### config.mk
export PLATFORM = sky130hd
export DESIGN_NAME = cmgr_top
export DESIGN_NICKNAME = d
export VERILOG_FILES = /design/src/core/cmgr_pkg.sv /design/src/core/cmgr_sync.sv /design/src/core/cmgr_top.sv
export SDC_FILE = /design/constraint.sdc
export NUM_CORES = 1
export LEC_CHECK = 0
export ABC_AREA = 1
export BUFFER_PORTS_ARGS = -buffer_cell sky130_fd_sc_hd__buf_2
export CORE_ASPECT_RATIO = 1.5
export CORE_UTILIZATION = 30
export DETAILED_ROUTE_END_ITERATION = 16
export GPL_TIMING_DRIVEN = 0
export PLACE_DENSITY = 0.55
export SYNTH_ARGS = -nofsm -noshare
export SYNTH_HDL_FRONTEND = slang
export SYNTH_SLANG_ARGS = --single-unit
### constraint.sdc
create_clock -name clk_i -period 16.5 [get_ports clk_i]
set_input_delay 0.825 -clock clk_i [delete_from_list [all_inputs] [get_ports clk_i]]
set_output_delay 0.825 -clock clk_i [all_outputs]
set_load 0.005 [all_outputs]
### src/core/cmgr_pkg.sv
// Purpose: Shared constants for the clock manager block.
// Assumes: Wishbone byte addresses, 32-bit data words.
// Notes: Feedback modes are coded in the control register.
package cmgr_pkg;
   // Register byte offsets
   localparam logic [7:0] CMGR_ADDR_CTRL = 8'h00;
   localparam logic [7:0] CMGR_ADDR_STATUS = 8'h04;
   localparam logic [7:0] CMGR_ADDR_PHASE = 8'h08;
   localparam logic [7:0] CMGR_ADDR_PERIOD = 8'h0C;
   // Control register fields
   localparam int CMGR_CTRL_RST_INV = 0;
   localparam int CMGR_CTRL_REQ_INV = 1;
   localparam int CMGR_CTRL_DIR_INV = 2;
   localparam int CMGR_CTRL_FB_LSB = 4;
   localparam logic [31:0] CMGR_CTRL_RESET = 32'h0000_0010;
   localparam logic [31:0] CMGR_CTRL_MASK = 32'h0000_0037;
   // Status register fields
   localparam int CMGR_ST_LIMIT = 0;
   localparam int CMGR_ST_IN_STOP = 1;
   localparam int CMGR_ST_FX_STOP = 2;
   localparam int CMGR_ST_LOCKED = 3;
   localparam int CMGR_ST_BUSY = 4;
   // Feedback selection codes
   localparam logic [1:0] CMGR_FB_NONE = 2'h0;
   localparam logic [1:0] CMGR_FB_1X = 2'h1;
   localparam logic [1:0] CMGR_FB_2X = 2'h2;
   // Timing counts in clk_i cycles or reference periods
   localparam int CMGR_LOCK_PERIODS = 4;
   localparam int CMGR_SLIDE_CYCLES = 4;
   localparam int CMGR_STOP_PERIODS = 2;
endpackage : cmgr_pkg

### src/core/cmgr_sync.sv
// Purpose: Two-stage synchroniser for a group of slow inputs.
// Assumes: Each bit is an independent level.
// Notes: Only the second stage is visible outside.
`timescale 1ns/1ps
`default_nettype none
module cmgr_sync #(
   parameter int W = 1
) (
   input wire logic clk_i,
   input wire logic rst_b_i,
   input wire logic [W-1:0] d_i,
   output logic [W-1:0] q_o
);
   logic [W-1:0] meta_r;
   // Two flip-flops in series
   always_ff @(posedge clk_i) begin
      if (!rst_b_i) begin
         meta_r <= '0;
         q_o <= '0;
      end else begin
         meta_r <= d_i;
         q_o <= meta_r;
      end
   end
endmodule : cmgr_sync
`default_nettype wire

### src/core/cmgr_top.sv
// Purpose: Sampled-logic clock manager with quarter phases, doubler, divider,
//          synthesizer, fine phase shifter and status flags.
// Assumes: ref_clock_in period of at least 8 clk_i cycles; pins other than clk_i, rst_b_i and Wishbone asynchronous.
// Notes: One fine step equals one clk_i cycle; outputs are clk_i-quantised.
`timescale 1ns/1ps
`default_nettype none
module cmgr_top
   import cmgr_pkg::*;
#(
   parameter int PW = 12,
   parameter int DIV_X2 = 4,
   parameter int FX_MUL = 4,
   parameter int FX_DIV = 1,
   parameter int PS_MAX = 4
) (
   input wire logic clk_i,
   input wire logic rst_b_i,
   input wire logic wb_cyc_i,
   input wire logic wb_stb_i,
   input wire logic wb_we_i,
   input wire logic [7:0] wb_adr_i,
   input wire logic [3:0] wb_sel_i,
   input wire logic [31:0] wb_dat_i,
   output logic [31:0] wb_dat_o,
   output logic wb_ack_o,
   input wire logic ref_clock_in_i,
   input wire logic feedback_clock_in_i,
   input wire logic mgr_reset_i,
   input wire logic shift_clock_i,
   input wire logic shift_request_i,
   input wire logic shift_direction_i,
   output logic shift_done_o,
   output logic out_phase_0_o,
   output logic out_phase_90_o,
   output logic out_phase_180_o,
   output logic out_phase_270_o,
   output logic out_double_o,
   output logic out_double_inv_o,
   output logic out_divided_o,
   output logic out_synth_o,
   output logic out_synth_inv_o,
   output logic locked_o,
   output logic [2:0] status_o
);
   typedef enum {CMGR_ACQ, CMGR_LOCK} cmgr_lock_t;
   typedef enum {SH_IDLE, SH_SLIDE, SH_ARM, SH_DONE} cmgr_shift_t;
   localparam int DW = PW + 6;
   localparam int AW = PW + 8;
   localparam logic signed [PW:0] FMAX = (PW+1)'(PS_MAX);
   localparam logic signed [PW:0] FSTEP = (PW+1)'(1);

   // Wrap a signed position into 0..p-1 with one correction
   function automatic logic [PW-1:0] wrap(input logic signed [PW+1:0] v,
                                          input logic [PW-1:0] p);
      logic signed [PW+1:0] r;
      r = v;
      if (r < 0) begin
         r = r + $signed({2'b00, p});
      end else if (r >= $signed({2'b00, p})) begin
         r = r - $signed({2'b00, p});
      end
      return r[PW-1:0];
   endfunction : wrap

   logic [5:0] sync_q;
   logic [31:0] ctrl_r;
   logic ref_d_r, fb_d_r, ps_d_r;
   logic [PW-1:0] cnt_r, period_r, ph_r;
   logic [2:0] match_r;
   logic fb_seen_r, ref_after_lock_r;
   cmgr_lock_t lock_r;
   cmgr_shift_t sh_r;
   logic [2:0] slide_r;
   logic dir_r;
   logic signed [PW:0] fine_r;
   logic [DW-1:0] dv_r;
   logic [AW-1:0] acc_r, fx_idle_r;
   logic fx_r;

   // Synchronise all asynchronous pins
   cmgr_sync #(.W(6)) u_sync (
      .clk_i(clk_i),
      .rst_b_i(rst_b_i),
      .d_i({mgr_reset_i, shift_direction_i, shift_request_i, shift_clock_i,
            feedback_clock_in_i, ref_clock_in_i}),
      .q_o(sync_q)
   );

   // Edge detection and input inversion
   wire [1:0] fb_mode = ctrl_r[CMGR_CTRL_FB_LSB +: 2];
   wire fb_used = (fb_mode != CMGR_FB_NONE);
   wire mgr_rst = sync_q[5] ^ ctrl_r[CMGR_CTRL_RST_INV];
   wire dir_eff = sync_q[4] ^ ctrl_r[CMGR_CTRL_DIR_INV];
   wire req_eff = sync_q[3] ^ ctrl_r[CMGR_CTRL_REQ_INV];
   wire ref_rise = sync_q[0] & ~ref_d_r;
   wire fb_rise = sync_q[1] & ~fb_d_r;
   wire ps_rise = sync_q[2] & ~ps_d_r;
   wire clr = ~rst_b_i | mgr_rst;
   wire locked = (lock_r == CMGR_LOCK);
   wire [PW-1:0] cnt_inc = cnt_r + PW'(1);
   wire period_same = (cnt_inc == period_r);
   wire cnt_sat = &cnt_r;

   // Wishbone decode
   wire wb_req = wb_cyc_i & wb_stb_i & ~wb_ack_o;
   wire wr_ctrl = wb_req & wb_we_i & (wb_adr_i == CMGR_ADDR_CTRL) & wb_sel_i[0];
   wire [31:0] status_word = {27'h000_0000, (sh_r != SH_IDLE), locked_o, status_o};
   wire [31:0] rd_mux = (wb_adr_i == CMGR_ADDR_CTRL) ? ctrl_r :
                        (wb_adr_i == CMGR_ADDR_STATUS) ? status_word :
                        (wb_adr_i == CMGR_ADDR_PHASE) ? 32'(fine_r) :
                        (wb_adr_i == CMGR_ADDR_PERIOD) ? 32'(period_r) : 32'h0000_0000;

   // Register slave, one wait state
   always_ff @(posedge clk_i) begin
      if (!rst_b_i) begin
         ctrl_r <= CMGR_CTRL_RESET;
         wb_ack_o <= 1'b0;
         wb_dat_o <= 32'h0000_0000;
      end else begin
         wb_ack_o <= wb_req;
         wb_dat_o <= wb_req ? rd_mux : 32'h0000_0000;
         if (wr_ctrl) begin
            ctrl_r <= wb_dat_i & CMGR_CTRL_MASK;
         end
      end
   end

   // Edge history of sampled clocks
   always_ff @(posedge clk_i) begin
      if (!rst_b_i) begin
         ref_d_r <= 1'b0;
         fb_d_r <= 1'b0;
         ps_d_r <= 1'b0;
      end else begin
         ref_d_r <= sync_q[0];
         fb_d_r <= sync_q[1];
         ps_d_r <= sync_q[2];
      end
   end

   // Reference period measurement and lock acquisition
   always_ff @(posedge clk_i) begin
      if (clr) begin
         cnt_r <= '0;
         period_r <= '0;
         match_r <= '0;
         fb_seen_r <= 1'b0;
         lock_r <= CMGR_ACQ;
      end else begin
         cnt_r <= ref_rise ? '0 : (cnt_sat ? cnt_r : cnt_inc);
         period_r <= ref_rise ? cnt_inc : period_r;
         fb_seen_r <= fb_seen_r | fb_rise;
         case (lock_r)
            CMGR_ACQ: begin
               if (ref_rise) begin
                  match_r <= period_same ? match_r + 3'd1 : 3'd0;
               end
               if (32'(match_r) >= CMGR_LOCK_PERIODS) begin // Feedback toggles only after lock
                  lock_r <= CMGR_LOCK;
               end
            end
            CMGR_LOCK: lock_r <= CMGR_LOCK;
            default: lock_r <= CMGR_ACQ;
         endcase
      end
   end

   // Phase position; aligned to reference only with feedback in use
   always_ff @(posedge clk_i) begin
      if (clr) begin
         ph_r <= '0;
      end else if (ref_rise && fb_used) begin
         ph_r <= '0;
      end else begin
         ph_r <= (ph_r + PW'(1) >= period_r) ? '0 : ph_r + PW'(1);
      end
   end

   // Quarter-phase and doubler decode
   wire [PW-1:0] half = period_r >> 1;
   wire [PW-1:0] quarter = period_r >> 2;
   wire [PW-1:0] shifted = wrap($signed({2'b00, ph_r}) - (PW+2)'(fine_r), period_r);
   wire [PW-1:0] dbl = (shifted < half) ? PW'(shifted << 1) : PW'((shifted << 1) - period_r);
   wire [PW-1:0] q_pos [4];
   wire [3:0] q_hi;
   genvar k;
   generate
      for (k = 0; k < 4; k++) begin : g_quad
         assign q_pos[k] = wrap($signed({2'b00, shifted}) - $signed({2'b00, PW'(k) * quarter}),
                                period_r);
         assign q_hi[k] = locked & (q_pos[k] < half);
      end
   endgenerate

   // Divider span in clk_i cycles, ratio held in half units
   wire [DW-1:0] dv_span = DW'((DW'(DIV_X2) * DW'(period_r)) >> 1);
   wire [DW-1:0] dv_inc = dv_r + DW'(1);
   // Synthesizer accumulator toggles at twice the target rate
   wire [AW-1:0] fx_thr = AW'(FX_DIV) * AW'(period_r);
   wire [AW-1:0] fx_sum = acc_r + AW'(2 * FX_MUL);
   wire fx_tog = (fx_sum >= fx_thr);

   // Divider and synthesizer counters
   always_ff @(posedge clk_i) begin
      if (clr || !locked) begin
         dv_r <= '0;
         acc_r <= '0;
         fx_r <= 1'b0;
      end else begin
         dv_r <= (dv_inc >= dv_span) ? '0 : dv_inc;
         acc_r <= fx_tog ? fx_sum - fx_thr : fx_sum;
         if (fx_tog) begin
            fx_r <= ~fx_r;
         end
      end
   end

   // Clock outputs from flip-flops, low until lock
   always_ff @(posedge clk_i) begin
      if (clr) begin
         {out_phase_270_o, out_phase_180_o, out_phase_90_o, out_phase_0_o} <= 4'h0;
         out_double_o <= 1'b0;
         out_double_inv_o <= 1'b0;
         out_divided_o <= 1'b0;
         out_synth_o <= 1'b0;
         out_synth_inv_o <= 1'b0;
         locked_o <= 1'b0;
      end else begin
         {out_phase_270_o, out_phase_180_o, out_phase_90_o, out_phase_0_o} <= q_hi;
         out_double_o <= locked & (dbl < half);
         out_double_inv_o <= locked & ~(dbl < half);
         out_divided_o <= locked & (dv_r < (dv_span >> 1));
         out_synth_o <= locked & fx_r;
         out_synth_inv_o <= locked & ~fx_r;
         locked_o <= locked;
      end
   end

   // Fine phase shifter, stepped by the sampled shift clock
   wire at_max = (fine_r == FMAX);
   wire at_min = (fine_r == -FMAX);
   wire blocked = dir_r ? at_max : at_min;
   wire slide_end = (sh_r == SH_SLIDE) && (slide_r == 3'd0);
   always_ff @(posedge clk_i) begin
      if (clr) begin
         sh_r <= SH_IDLE;
         slide_r <= '0;
         dir_r <= 1'b0;
         fine_r <= '0;
         shift_done_o <= 1'b0;
      end else begin
         case (sh_r)
            SH_IDLE: begin
               if (ps_rise && req_eff && locked) begin
                  dir_r <= dir_eff;
                  slide_r <= 3'(CMGR_SLIDE_CYCLES - 1);
                  sh_r <= SH_SLIDE;
               end
            end
            SH_SLIDE: begin
               if (slide_r == 3'd0) begin
                  if (!blocked) begin
                     fine_r <= dir_r ? fine_r + FSTEP : fine_r - FSTEP;
                  end
                  sh_r <= SH_ARM;
               end else begin
                  slide_r <= slide_r - 3'd1;
               end
            end
            SH_ARM: begin
               if (ps_rise) begin
                  shift_done_o <= 1'b1;
                  sh_r <= SH_DONE;
               end
            end
            SH_DONE: begin
               if (ps_rise) begin
                  shift_done_o <= 1'b0;
                  sh_r <= SH_IDLE;
               end
            end
            default: sh_r <= SH_IDLE;
         endcase
      end
   end

   // Status flags
   wire [AW-1:0] stop_lim = AW'(CMGR_STOP_PERIODS) * AW'(period_r);
   always_ff @(posedge clk_i) begin
      if (clr || !locked) begin
         ref_after_lock_r <= 1'b0;
         fx_idle_r <= '0;
         status_o <= 3'h0;
      end else begin
         ref_after_lock_r <= ref_after_lock_r | ref_rise;
         fx_idle_r <= fx_tog ? '0 : ((&fx_idle_r) ? fx_idle_r : fx_idle_r + AW'(1));
         status_o[CMGR_ST_LIMIT] <= at_max | at_min;
         status_o[CMGR_ST_IN_STOP] <= fb_used & fb_seen_r & ref_after_lock_r &
                                      (AW'(cnt_r) > stop_lim);
         status_o[CMGR_ST_FX_STOP] <= (fx_idle_r > fx_thr);
      end
   end
endmodule : cmgr_top
`default_nettype wire

# Word level (Yosys, flattened, before mapping)
# Index checks and enable logic that the tools add are counted.
# word_totals
reg_bits	248
inputBits	55
out_inout_bits	47
word_cells	199
# classes
n_addsub	25
multipliers	1
magnitude_cmp	23
n_eq_ne	17
mux	32
bitwise_logic	36
reduce_logical	28
# op_table
op	count
$mux 32	6
$mux 12	12
$pmux 32 s4	1
$eq 32x2->1 const B	3
$lt 12x11->1	6
$sub 12x12->12	6
$eq 32x1->1 const B	2
$logic_not 32->1	2
$pmux 32 s2	1
$add 12x12->12	5
$ge 13x13->1	3
$lt 13x1->1 const B	3
$reduce_bool 32->1	1
$add 12x1->12 const B	2
$ge 12x12->1	2
$add 20x1->20 const B	1
$add 20x4->20 const B	1
$and 1x1->1	20
$ge 20x12->1	1
$gt 20x12->1	1
$mux 20	1
$reduce_and 20->1	1
$sub 20x12->20	1
$add 18x1->18 const B	1
43 further kinds	79

# Logic depth before layout (Yosys ltp)
# Gate-level depths: netlist of run 1.
# depth
depth_word	10
mapped_depth	60
depth_no_buf	58

# By module
# Synthesis of run 1 repeated with hierarchy kept, for this count alone.
# hier_totals
cells_unflattened	2699
hier_area_um2	18635.4
# by_module_without_submodules
mod	n_inst	cells_each	area_each_um2	seq_area_each_um2
cmgr_top	1	2662	18293.8	3123.0
cmgr_sync	1	37	341.6	240.2

# Worst setup path before layout of run 1
# No wires, ideal clock.
# synth_timing
path_type	reg-to-reg
from	register ph_r[0]
to	register out_phase_90_o
setup_time_ns	0.128
arrival_time_ns	7.468
slack_ns	8.904
path_stages_with_launch	58
synth_period_minus_slack_ns	7.596
cell_sequence	dfxtp_1 -> inv_1 -> ha_1 -> fa_1 -> nand3b_1 -> nand2_1 -> a31o_2 -> xnor2_1 -> inv_1 -> ha_1 -> buf_2 -> nand2_1 -> nor2_1 -> nand4_1 -> nor2_1 -> nor2_1 -> o211ai_1 -> nand2_2 -> [... 22 more ...] -> nor3_1 -> nand3_1 -> o2111a_1 -> inv_1 -> nand2_1 -> nand3_1 -> inv_1 -> nand2_4 -> inv_2 -> nand2_1 -> o221ai_1 -> ha_1 -> nand2_1 -> nand3b_2 -> nor2_1 -> nand2_1 -> nand3_1 -> nor2_1
# synth_between
elab_chain_len	10
# synth_rtl
item	line_no	rtl
from (decl)	cmgr_top.sv:68	logic [PW-1:0] cnt_r, period_r, ph_r;
from (signal assigned)	cmgr_top.sv:175	ph_r <= (ph_r + PW'(1) >= period_r) ? '0 : ph_r + PW'(1);
$sub 13x13->14 (*)	cmgr_top.sv:182	wire [PW-1:0] shifted = wrap($signed({2'b00, ph_r}) - (PW+2)'(fine_r), period_r);
$sub 12x12->12 or $ge 14x13->1 (tied branches)	cmgr_top.sv:60, cmgr_top.sv:59	
$mux 12	cmgr_top.sv:59	end else if (r >= $signed({2'b00, p})) begin
$mux 12 (*)	cmgr_top.sv:57	if (r < 0) begin
$sub 12x10->13 (*)	cmgr_top.sv:189	assign q_pos[k] = wrap($signed({2'b00, shifted}) - $signed({2'b00, PW'(k) * quarter}),
$sub 12x12->12 or $ge 13x13->1 (tied branches)	cmgr_top.sv:60, cmgr_top.sv:59	
$mux 12	cmgr_top.sv:59	
$mux 12 (*)	cmgr_top.sv:57	
$lt 12x11->1 (*)	cmgr_top.sv:191	assign q_hi[k] = locked & (q_pos[k] < half);
$and 1x1->1 (*)	cmgr_top.sv:191	
to (signal assigned)	cmgr_top.sv:229	{out_phase_270_o, out_phase_180_o, out_phase_90_o, out_phase_0_o} <= q_hi;
to (decl)	cmgr_top.sv:34	output logic out_phase_90_o,
# Mark *: on every way between the ends. The rest lies on a longest branch, timed or not.
# A chain may end at the register's enable or synchronous reset.

# Final worst setup path of run 1
# layout_timing
from	register period_r[9]
to	register out_phase_180_o
# layout_between
elab_chain_len	9
# layout_rtl
item	line_no	rtl
from (decl)	cmgr_top.sv:68	
from (signal assigned)	cmgr_top.sv:151	period_r <= ref_rise ? cnt_inc : period_r;
$sub 12x12->12 or $ge 14x13->1 (tied branches)	cmgr_top.sv:60, cmgr_top.sv:59	
$mux 12	cmgr_top.sv:59	
$mux 12	cmgr_top.sv:57	
$sub 12x11->13	cmgr_top.sv:189	
$sub 12x12->12 or $ge 13x13->1 (tied branches)	cmgr_top.sv:60, cmgr_top.sv:59	
$mux 12	cmgr_top.sv:59	
$mux 12	cmgr_top.sv:57	
$lt 12x11->1 (*)	cmgr_top.sv:191	
$and 1x1->1 (*)	cmgr_top.sv:191	
to (signal assigned)	cmgr_top.sv:229	
to (decl)	cmgr_top.sv:35	output logic out_phase_180_o,
# Marks and branches as above.

==> summary by stage, run 1 <==
Outcome
The flow ran to the end, and the final reports show no timing, DRC or antenna violations.

Global route
The number of antenna violations at the first check in global routing was 0. The largest net degree at the start of global routing is 25. For met2 alone, demand over resource in global routing was 35.5%.

Across every metal layer, demand over resource in global routing totals 18.4%. The peak-usage layer in the global routing report is met2. Global routing consumed, on the met1 layer, 20.1% of the routing resources. The number of global-route vias before repair is 17.2k. The first-pass GRT wire length is 90,500 um. The sum of overflow across all layers after global routing is 0. The global routing usage on met3 is 1.72%.

Place
The quantity of I/O buffers inserted on ports is 71. The congestion estimate from routability-driven global placement came to 0.885. Detailed placement finished with a half-perimeter wire length of 43,700 um. At the placement stage, the worst setup path has a slack of 6250 ps. The cell area after placement is 19,800 um^2.

Clock network
In this run the clock root is driven by a clkbuf_16. The number of buffers added to fix hold violations after cts is 0. Counting the buffers created by CTS gives 17.

The TritonCTS clock tree is yes. The count of buffers added by post-CTS timing repair for setup is 0. Counting along the longest clock path gives a buffer depth of 2.

The number of sinks on the clock net is 168. Gates resized during post-CTS repair numbered 0. The clock edge transition at the registers on the reported setup and hold paths is 90 ps.

The clock insertion delay at the later pin of the skew report is 470 ps. The maximum level of the CTS H-tree is 4.

Finish
Leaving out fill and tap cells, the most frequent cell in the layout is nand2_1. The share of final-layout standard cells stronger than drive strength 1 is 7.31%. In the final layout, flip-flops and latches occupy 3360 um^2. The filler cells instantiated in the layout total 6,583.

From synthesis to final layout, the design area changed by 10.8%. The final-stage net count is 3,110. In the layout the commonest cells are 405 x nand2_1, 401 x inv_1, 294 x ha_1. The number of inserted diodes is 0. The total area of multi-input combinational cells is 13,200 um^2. The finished cells cover 20,400 um^2.

Flow run
The max capacitance violation total is 0.

Floorplan
The die extent in y is 306 um. The placeable core region is 60,400 um^2. The total die area is 62,400 um^2.

From left edge to right edge, the die measures 204 um. The number of rows in the core area is 110. The initial core utilization is 30.5%.

In this run the count of I/O pins placed on the die edge is 102.

Critical path
Among the stages of the critical path, the cell type that occurs most often is nand2_1. The largest single stage delay on the critical path is 960 ps. In this run the critical register-to-register path is launched from period_r[9].

The type of the setup path with the least slack is reg2reg. The required time at the worst-slack endpoint is 16,870 ps. The slowest stage of the critical path belongs to the cell dfxtp_1. The worst setup path is captured at a register. Along the worst path, the maximum fanout reaches 19. The category of the worst setup path launch point is a register.

The slack of the worst reg-to-reg path is 6060 ps. The critical path startpoint is period_r[9]. For the worst setup path, the data arrival time is 10,810 ps.

Logic synthesis
The total of warnings raised by yosys is 0. The average instance in the mapped netlist occupies 6.98 um^2. ha_1 takes more of the synthesized area than any other cell. The post-synthesis cell count is 2,641. The proportion of register bits with asynchronous set or reset after synthesis is 0%. The mapped netlist covers 18,400 um^2. Sorting the synthesized cells by area gives the leading types as ha_1 20%, dfxtp_1 18%, nand2_1 8.3%, inv_1 8.2%, a21oi_1 7.6%. For this run, the leading register cell type out of synthesis is dfxtp_1. The share of the synthesized area in the top cell type is 20.0%.

Counting flops and latches in the post-synthesis netlist gives 168. The number of different library cells in the post-synthesis netlist is 67. The count of flip-flops with a built-in enable after synthesis is 0. The part of the Yosys area used for sequential elements is 18.3%.

Route
The pre-antenna-repair detailed-routing pass consisted of 5 iterations. The routed layout has 17.4k vias. After detailed routing, the number of remaining DRC violations is 0. The detailed-route wire length per cell is 16.1 um.

After detailed routing, the total wire length is 56,800 um. The post-detailed-route count of antenna-violating nets is 0. The DRC marker count from the first detailed-route iteration is 702. After detailed routing, the number of vias per cell comes to 4.92.

STA
Counting I/O delays and the setup requirement, the final critical path takes 10,440 ps. The number of hold-slack violations in the final timing report came to 0. The max-slew violation count was 0. Summed over all failing endpoints, the final setup total negative slack is 0 ps. Measured against its own limit, the worst slew margin works out to 10.6%. The transition at the pin with the smallest max-transition slack is 1340 ps. The maximum clock frequency is 95.8 MHz. Setup repair after global routing left no endpoint under its margin. The final setup slack of the worst path is 6060 ps. The post-route fraction of the period consumed by the critical path is 63.3%. The number of endpoints failing setup at the final stage is 0. The largest clock skew in the final design is 25.4 ps.

Hold path
The min-delay analysis places its worst path in the category reg2reg. The startpoint identified for the worst hold timing path is u_sync.meta_r[5].
-- logic make-up (layout without fill, tap and decap cells) --
group           Yosys count  count (layout)  synth area share, %
buf+inv                 485             589                 10.4
xor+xnor                188             188                 8.94
flops                   168             168                 18.3
fa+ha+maj               318             318                 22.6
compound gates          597             597                 18.9
simple gates            884             884                 20.9
other cells               1               5               0.0204
-- metrics by stage --
stage | cells | utilization, % | hold slack, ps
6_report | 3533 | 33.8 | 413
5_1_grt | 3533 | 33.8 | 426
4_1_cts | 3531 | 33.7 | 415
3_5_place_dp | 3500 | 32.7 | 396
3_3_place_gp | 3500 | 32.7 | 397
2_1_floorplan | 2645 | - | 390
-- per-layer routing --
metal / part of all wire, % / up-vias
li1: - / 9023
met2: 53 / 288
met1: 41 / 7979
met4: 3.6 / 0
met3: 2.6 / 102
met5: 0 / -
-- worst max-delay path, delay by kind of cell, from the launching register on --
family	cells	cell delay, ps
fa+ha+maj	4	1630
buf+inv	9	2180
flops	1	960
simple gates	19	3110
xor+xnor	1	430
compound gates	10	1980
-- path summary, 6_finish.rpt --
check                         end  depth (start not counted)
setup / recovery  out_phase_180_o                         43
hold / removal      u_sync.q_o[5]                          2
setup reg to reg  out_phase_180_o                         43
hold reg to reg     u_sync.q_o[5]                          2
-- cell type report --
| type | count | share of cell area [%] |
|---|---|---|
| Timing Repair Buffer | 73 | 2.01 |
| Buffer | 66 | 1.70 |
| Clock inverter | 13 | 0.778 |
| Sequential cell | 168 | 16.5 |
| Inverter | 419 | 7.72 |
| Multi-Input combinational cell | 1992 | 64.4 |
| Clock buffer | 18 | 2.10 |
| Tap cell | 784 | 4.80 |
-- synth_stat cells (6+ instances only) --
| library cell | instances |
|---|---|
| nand4_1 | 35 |
| fa_1 | 24 |
| dfxtp_1 | 168 |
| xnor2_1 | 38 |
| inv_2 | 10 |
| inv_1 | 403 |
| nand2_2 | 10 |
| nand3_1 | 106 |
| o21ai_1 | 9 |
| nor2_1 | 229 |
| a21o_1 | 11 |
| xor2_1 | 150 |
| buf_2 | 16 |
| o31ai_1 | 11 |
| o22ai_1 | 22 |
| ha_1 | 294 |
| buf_4 | 21 |
| o21a_1 | 8 |
| nand2_1 | 405 |
| or2_2 | 9 |
| nand3_2 | 6 |
| clkbuf_1 | 28 |
| o2111ai_1 | 6 |
| o221ai_1 | 22 |
| o21ai_0 | 138 |
| o21bai_1 | 27 |
| a211oi_1 | 9 |
| a21oi_1 | 278 |
| a31oi_1 | 9 |
| a221oi_1 | 9 |
| o211ai_1 | 13 |
| nor4_1 | 23 |
| nor3_1 | 42 |
-- sequential cells by signal, summed over array words and instances, names as in the netlist, 5 cells and up --
name / flops
acc_r: 20
fx_idle_r: 20
dv_r: 18
fine_r: 13
wb_dat_o: 13
cnt_r: 12
period_r: 12
ph_r: 12
u_sync.meta_r: 6
u_sync.q_o: 6
ctrl_r: 5
Power of run 1 is not shown: default switching activity piles up to over one toggle a cycle in this logic, so the estimate is an artifact.
==> run 2: changes to the inputs <==
- clock period: 16.5 -> 9.7 ns (I/O delays scaled with it)
==> run 2 against run 1 <==
  * Critical path depth grew 8
  * Final area grew 0.83%
  * Flip-flop and latch count is the same
  * Clock-buffer cell count is the same
  * Register-to-register slack lost 5400 ps
  * Hold slack lost 200 ps
  * Via count grew 0.39%
  * Core utilization grew 0.28 points
  * Cell count grew 0.37%
  * Sequential share of layout area shrank 0.14 points
  * Critical endpoint unchanged
  * Highest routed layer unchanged
==> summary by stage, run 2 (synthesis results as in run 1) <==
Outcome
The flow ran to the end, and the final reports show no timing, DRC or antenna violations.

Global route
The number of global-route vias before repair came to 17.3k. The sum of overflow across all layers after global routing is 0. Entering global routing, the biggest net connects 22 pins. The first global-routing pass estimated 92,000 um of wire. Across every metal layer, demand over resource in global routing totals 18.8%. The number of antenna violations at the first check in global routing came to 0.

Critical path
The worst setup path is of the reg2reg kind. Of all nets on the critical path, the largest fanout is 10. The required time at the worst-slack endpoint is 10,070 ps. The kind of capture point of the worst setup path is a register.

For the worst setup path, the data arrival time is 9400 ps. STA classifies the critical path startpoint as a register. The master of the slowest instance on the critical path is dfxtp_1. The delay of the slowest critical-path stage is 430 ps. The dominant cell type by count on the critical path is nand2_1. The number of buffers and inverters on the critical path is 9.

In this design, the largest share of critical-path delay is due to simple AND/OR/NAND/NOR gates.

Route
The post-detailed-route count of antenna-violating nets is 0. The total vias in the final route is 17.5k. The number of vias per cell after detailed routing is 4.92.

The DRC marker count from the first detailed-route iteration is 729. After detailed routing, the number of remaining DRC violations is 0. The number of detailed-routing iterations run before antenna repair is 5. The detailed-route wire length per cell is 16.4 um. The total wirelength of the detailed-routed design is 58,300 um.

Flow run
The max capacitance violation total is 0.

Floorplan
The horizontal extent of the die is 204 um. The region available for standard cell placement spans 60,400 um^2. The die extent in y is 306 um. The initial core utilization is 30.5%. The die covers 62,400 um^2.

The floorplan has 110 rows. The number of I/O pins is 102.

STA
The setup TNS after final layout is 0 ps. Measured against its own limit, the worst slew margin works out to 9.46%. The max-slew violation count is 0. The maximum clock frequency is 111 MHz. The number of endpoints failing setup at the final stage is 0. The largest clock skew in the final design is 24.0 ps. The shortest clock period the worst path allows after layout is 9030 ps. The number of hold-slack violations in the final timing report is 0. Setup repair after global routing could not meet its margin everywhere. The post-route fraction of the period consumed by the critical path is 93.1%. At the pin with the least slew margin, the transition time is 1360 ps.

Finish
Excluding fillers, the count of instances in the completed layout stands at 3,546. Fill cells in the final layout number 6,576. Of the cells placed in the final design, the portion with a size suffix greater than 1 is 8.69%. The most frequent standard cell in the layout excluding fill and tap cells is nand2_1. Relative to the synthesized area, the layout overhead comes to 11.7%. In the final layout, the registers with the most flip-flops are acc_r x20, fx_idle_r x20, dv_r x18.

The library cells used most frequently in the layout, excluding fill and tap cells, are 403 x nand2_1, 393 x inv_1, 292 x ha_1. Once layout is complete, the utilization of the core stands at 34.1%. After the last flow step, the layout net total stands at 3,123.

The number of inserted diodes is 0.

Clock network
For the worst-skew pair, the clock arrives at the later sink with an insertion delay of 460 ps. The H-tree was split into 4 levels. After clock tree synthesis, the flow added hold-fix buffers numbering 0. Clock tree synthesis selected as its root buffer the cell clkbuf_16. The TritonCTS clock tree is yes. The clock edge transition at the registers on the reported setup and hold paths is 90 ps. The number of buffers created by CTS is 17.

The buffer levels on the longest clock path is 2. Clock tree synthesis found a total of 168 sinks.

Place
Input and output buffers added on the ports amount to 71. The global placement routability congestion is 0.885. Summed over all nets, the half-perimeter wirelength after detailed placement is 43,700 um. In this run, placement finished with an instance count of 3,500.

Hold path
The worst min-delay path class is in2reg.
## run 2: layer usage
metal  wire [um]  track usage, %  share of wire [%]
met4        2330            8.24                4.0
met3        1600            1.86                2.7
met5           0               0                  0
met1       23900            20.5                 41
met2       30500            36.1                 52
## run 2: worst paths after layout
path / from / endpoint / slack, ps / depth (start not counted)
worst max-delay path: fine_r[4] / out_phase_180_o / 670 / 51
worst min-delay path: shift_clock_i / u_sync.meta_r[2] / 210 / 3
worst max register to register: fine_r[4] / out_phase_180_o / 670 / 51
worst min register to register: u_sync.meta_r[5] / u_sync.q_o[5] / 410 / 2
## run 2: what timing repair did
| item | in CTS | in global routing |
|---|---|---|
| endpoints found under the setup margin | 3 | 3 |
| gates cloned | 4 | 1 |
| endpoints found under the hold margin | 0 | 0 |
| pin swaps | 0 | 0 |
| gates resized for setup | 9 | 22 |
| setup buffers | 9 | 2 |
## run 2: through the flow
| step | setup slack (ps) | cell area [um^2] | hold slack, ps |
|---|---|---|---|
| after global placement | -544 | 19800 | 397 |
| after detailed placement | -550 | 19800 | 396 |
| after floorplan | 2100 | 18400 | 390 |
| final | 670 | 20600 | 212 |
| after global routing | -27.6 | 20600 | 210 |
| after CTS | 11.3 | 20500 | 195 |
## run 2: worst min-delay path: cells and delay by family
kind | cells | cell delay [ps]
buffers and inverters | 2 | 110
and+or+nand+nor | 1 | 40
## run 2: layout make-up
class / instances / area (um^2) / share of cell area, %
buffer: 64 / 340 / 1.65
inverter: 419 / 1600 / 7.78
clock buffer: 18 / 429 / 2.08
clock inverter: 13 / 159 / 0.772
timing repair buffer: 83 / 465 / 2.26
tap: 784 / 981 / 4.76
timing repair inverter: 4 / 20.0 / 0.0972
sequential: 168 / 3360 / 16.3
multi-input combinational: 1993 / 13200 / 64.3
Power of run 2 is left out for the same reason.
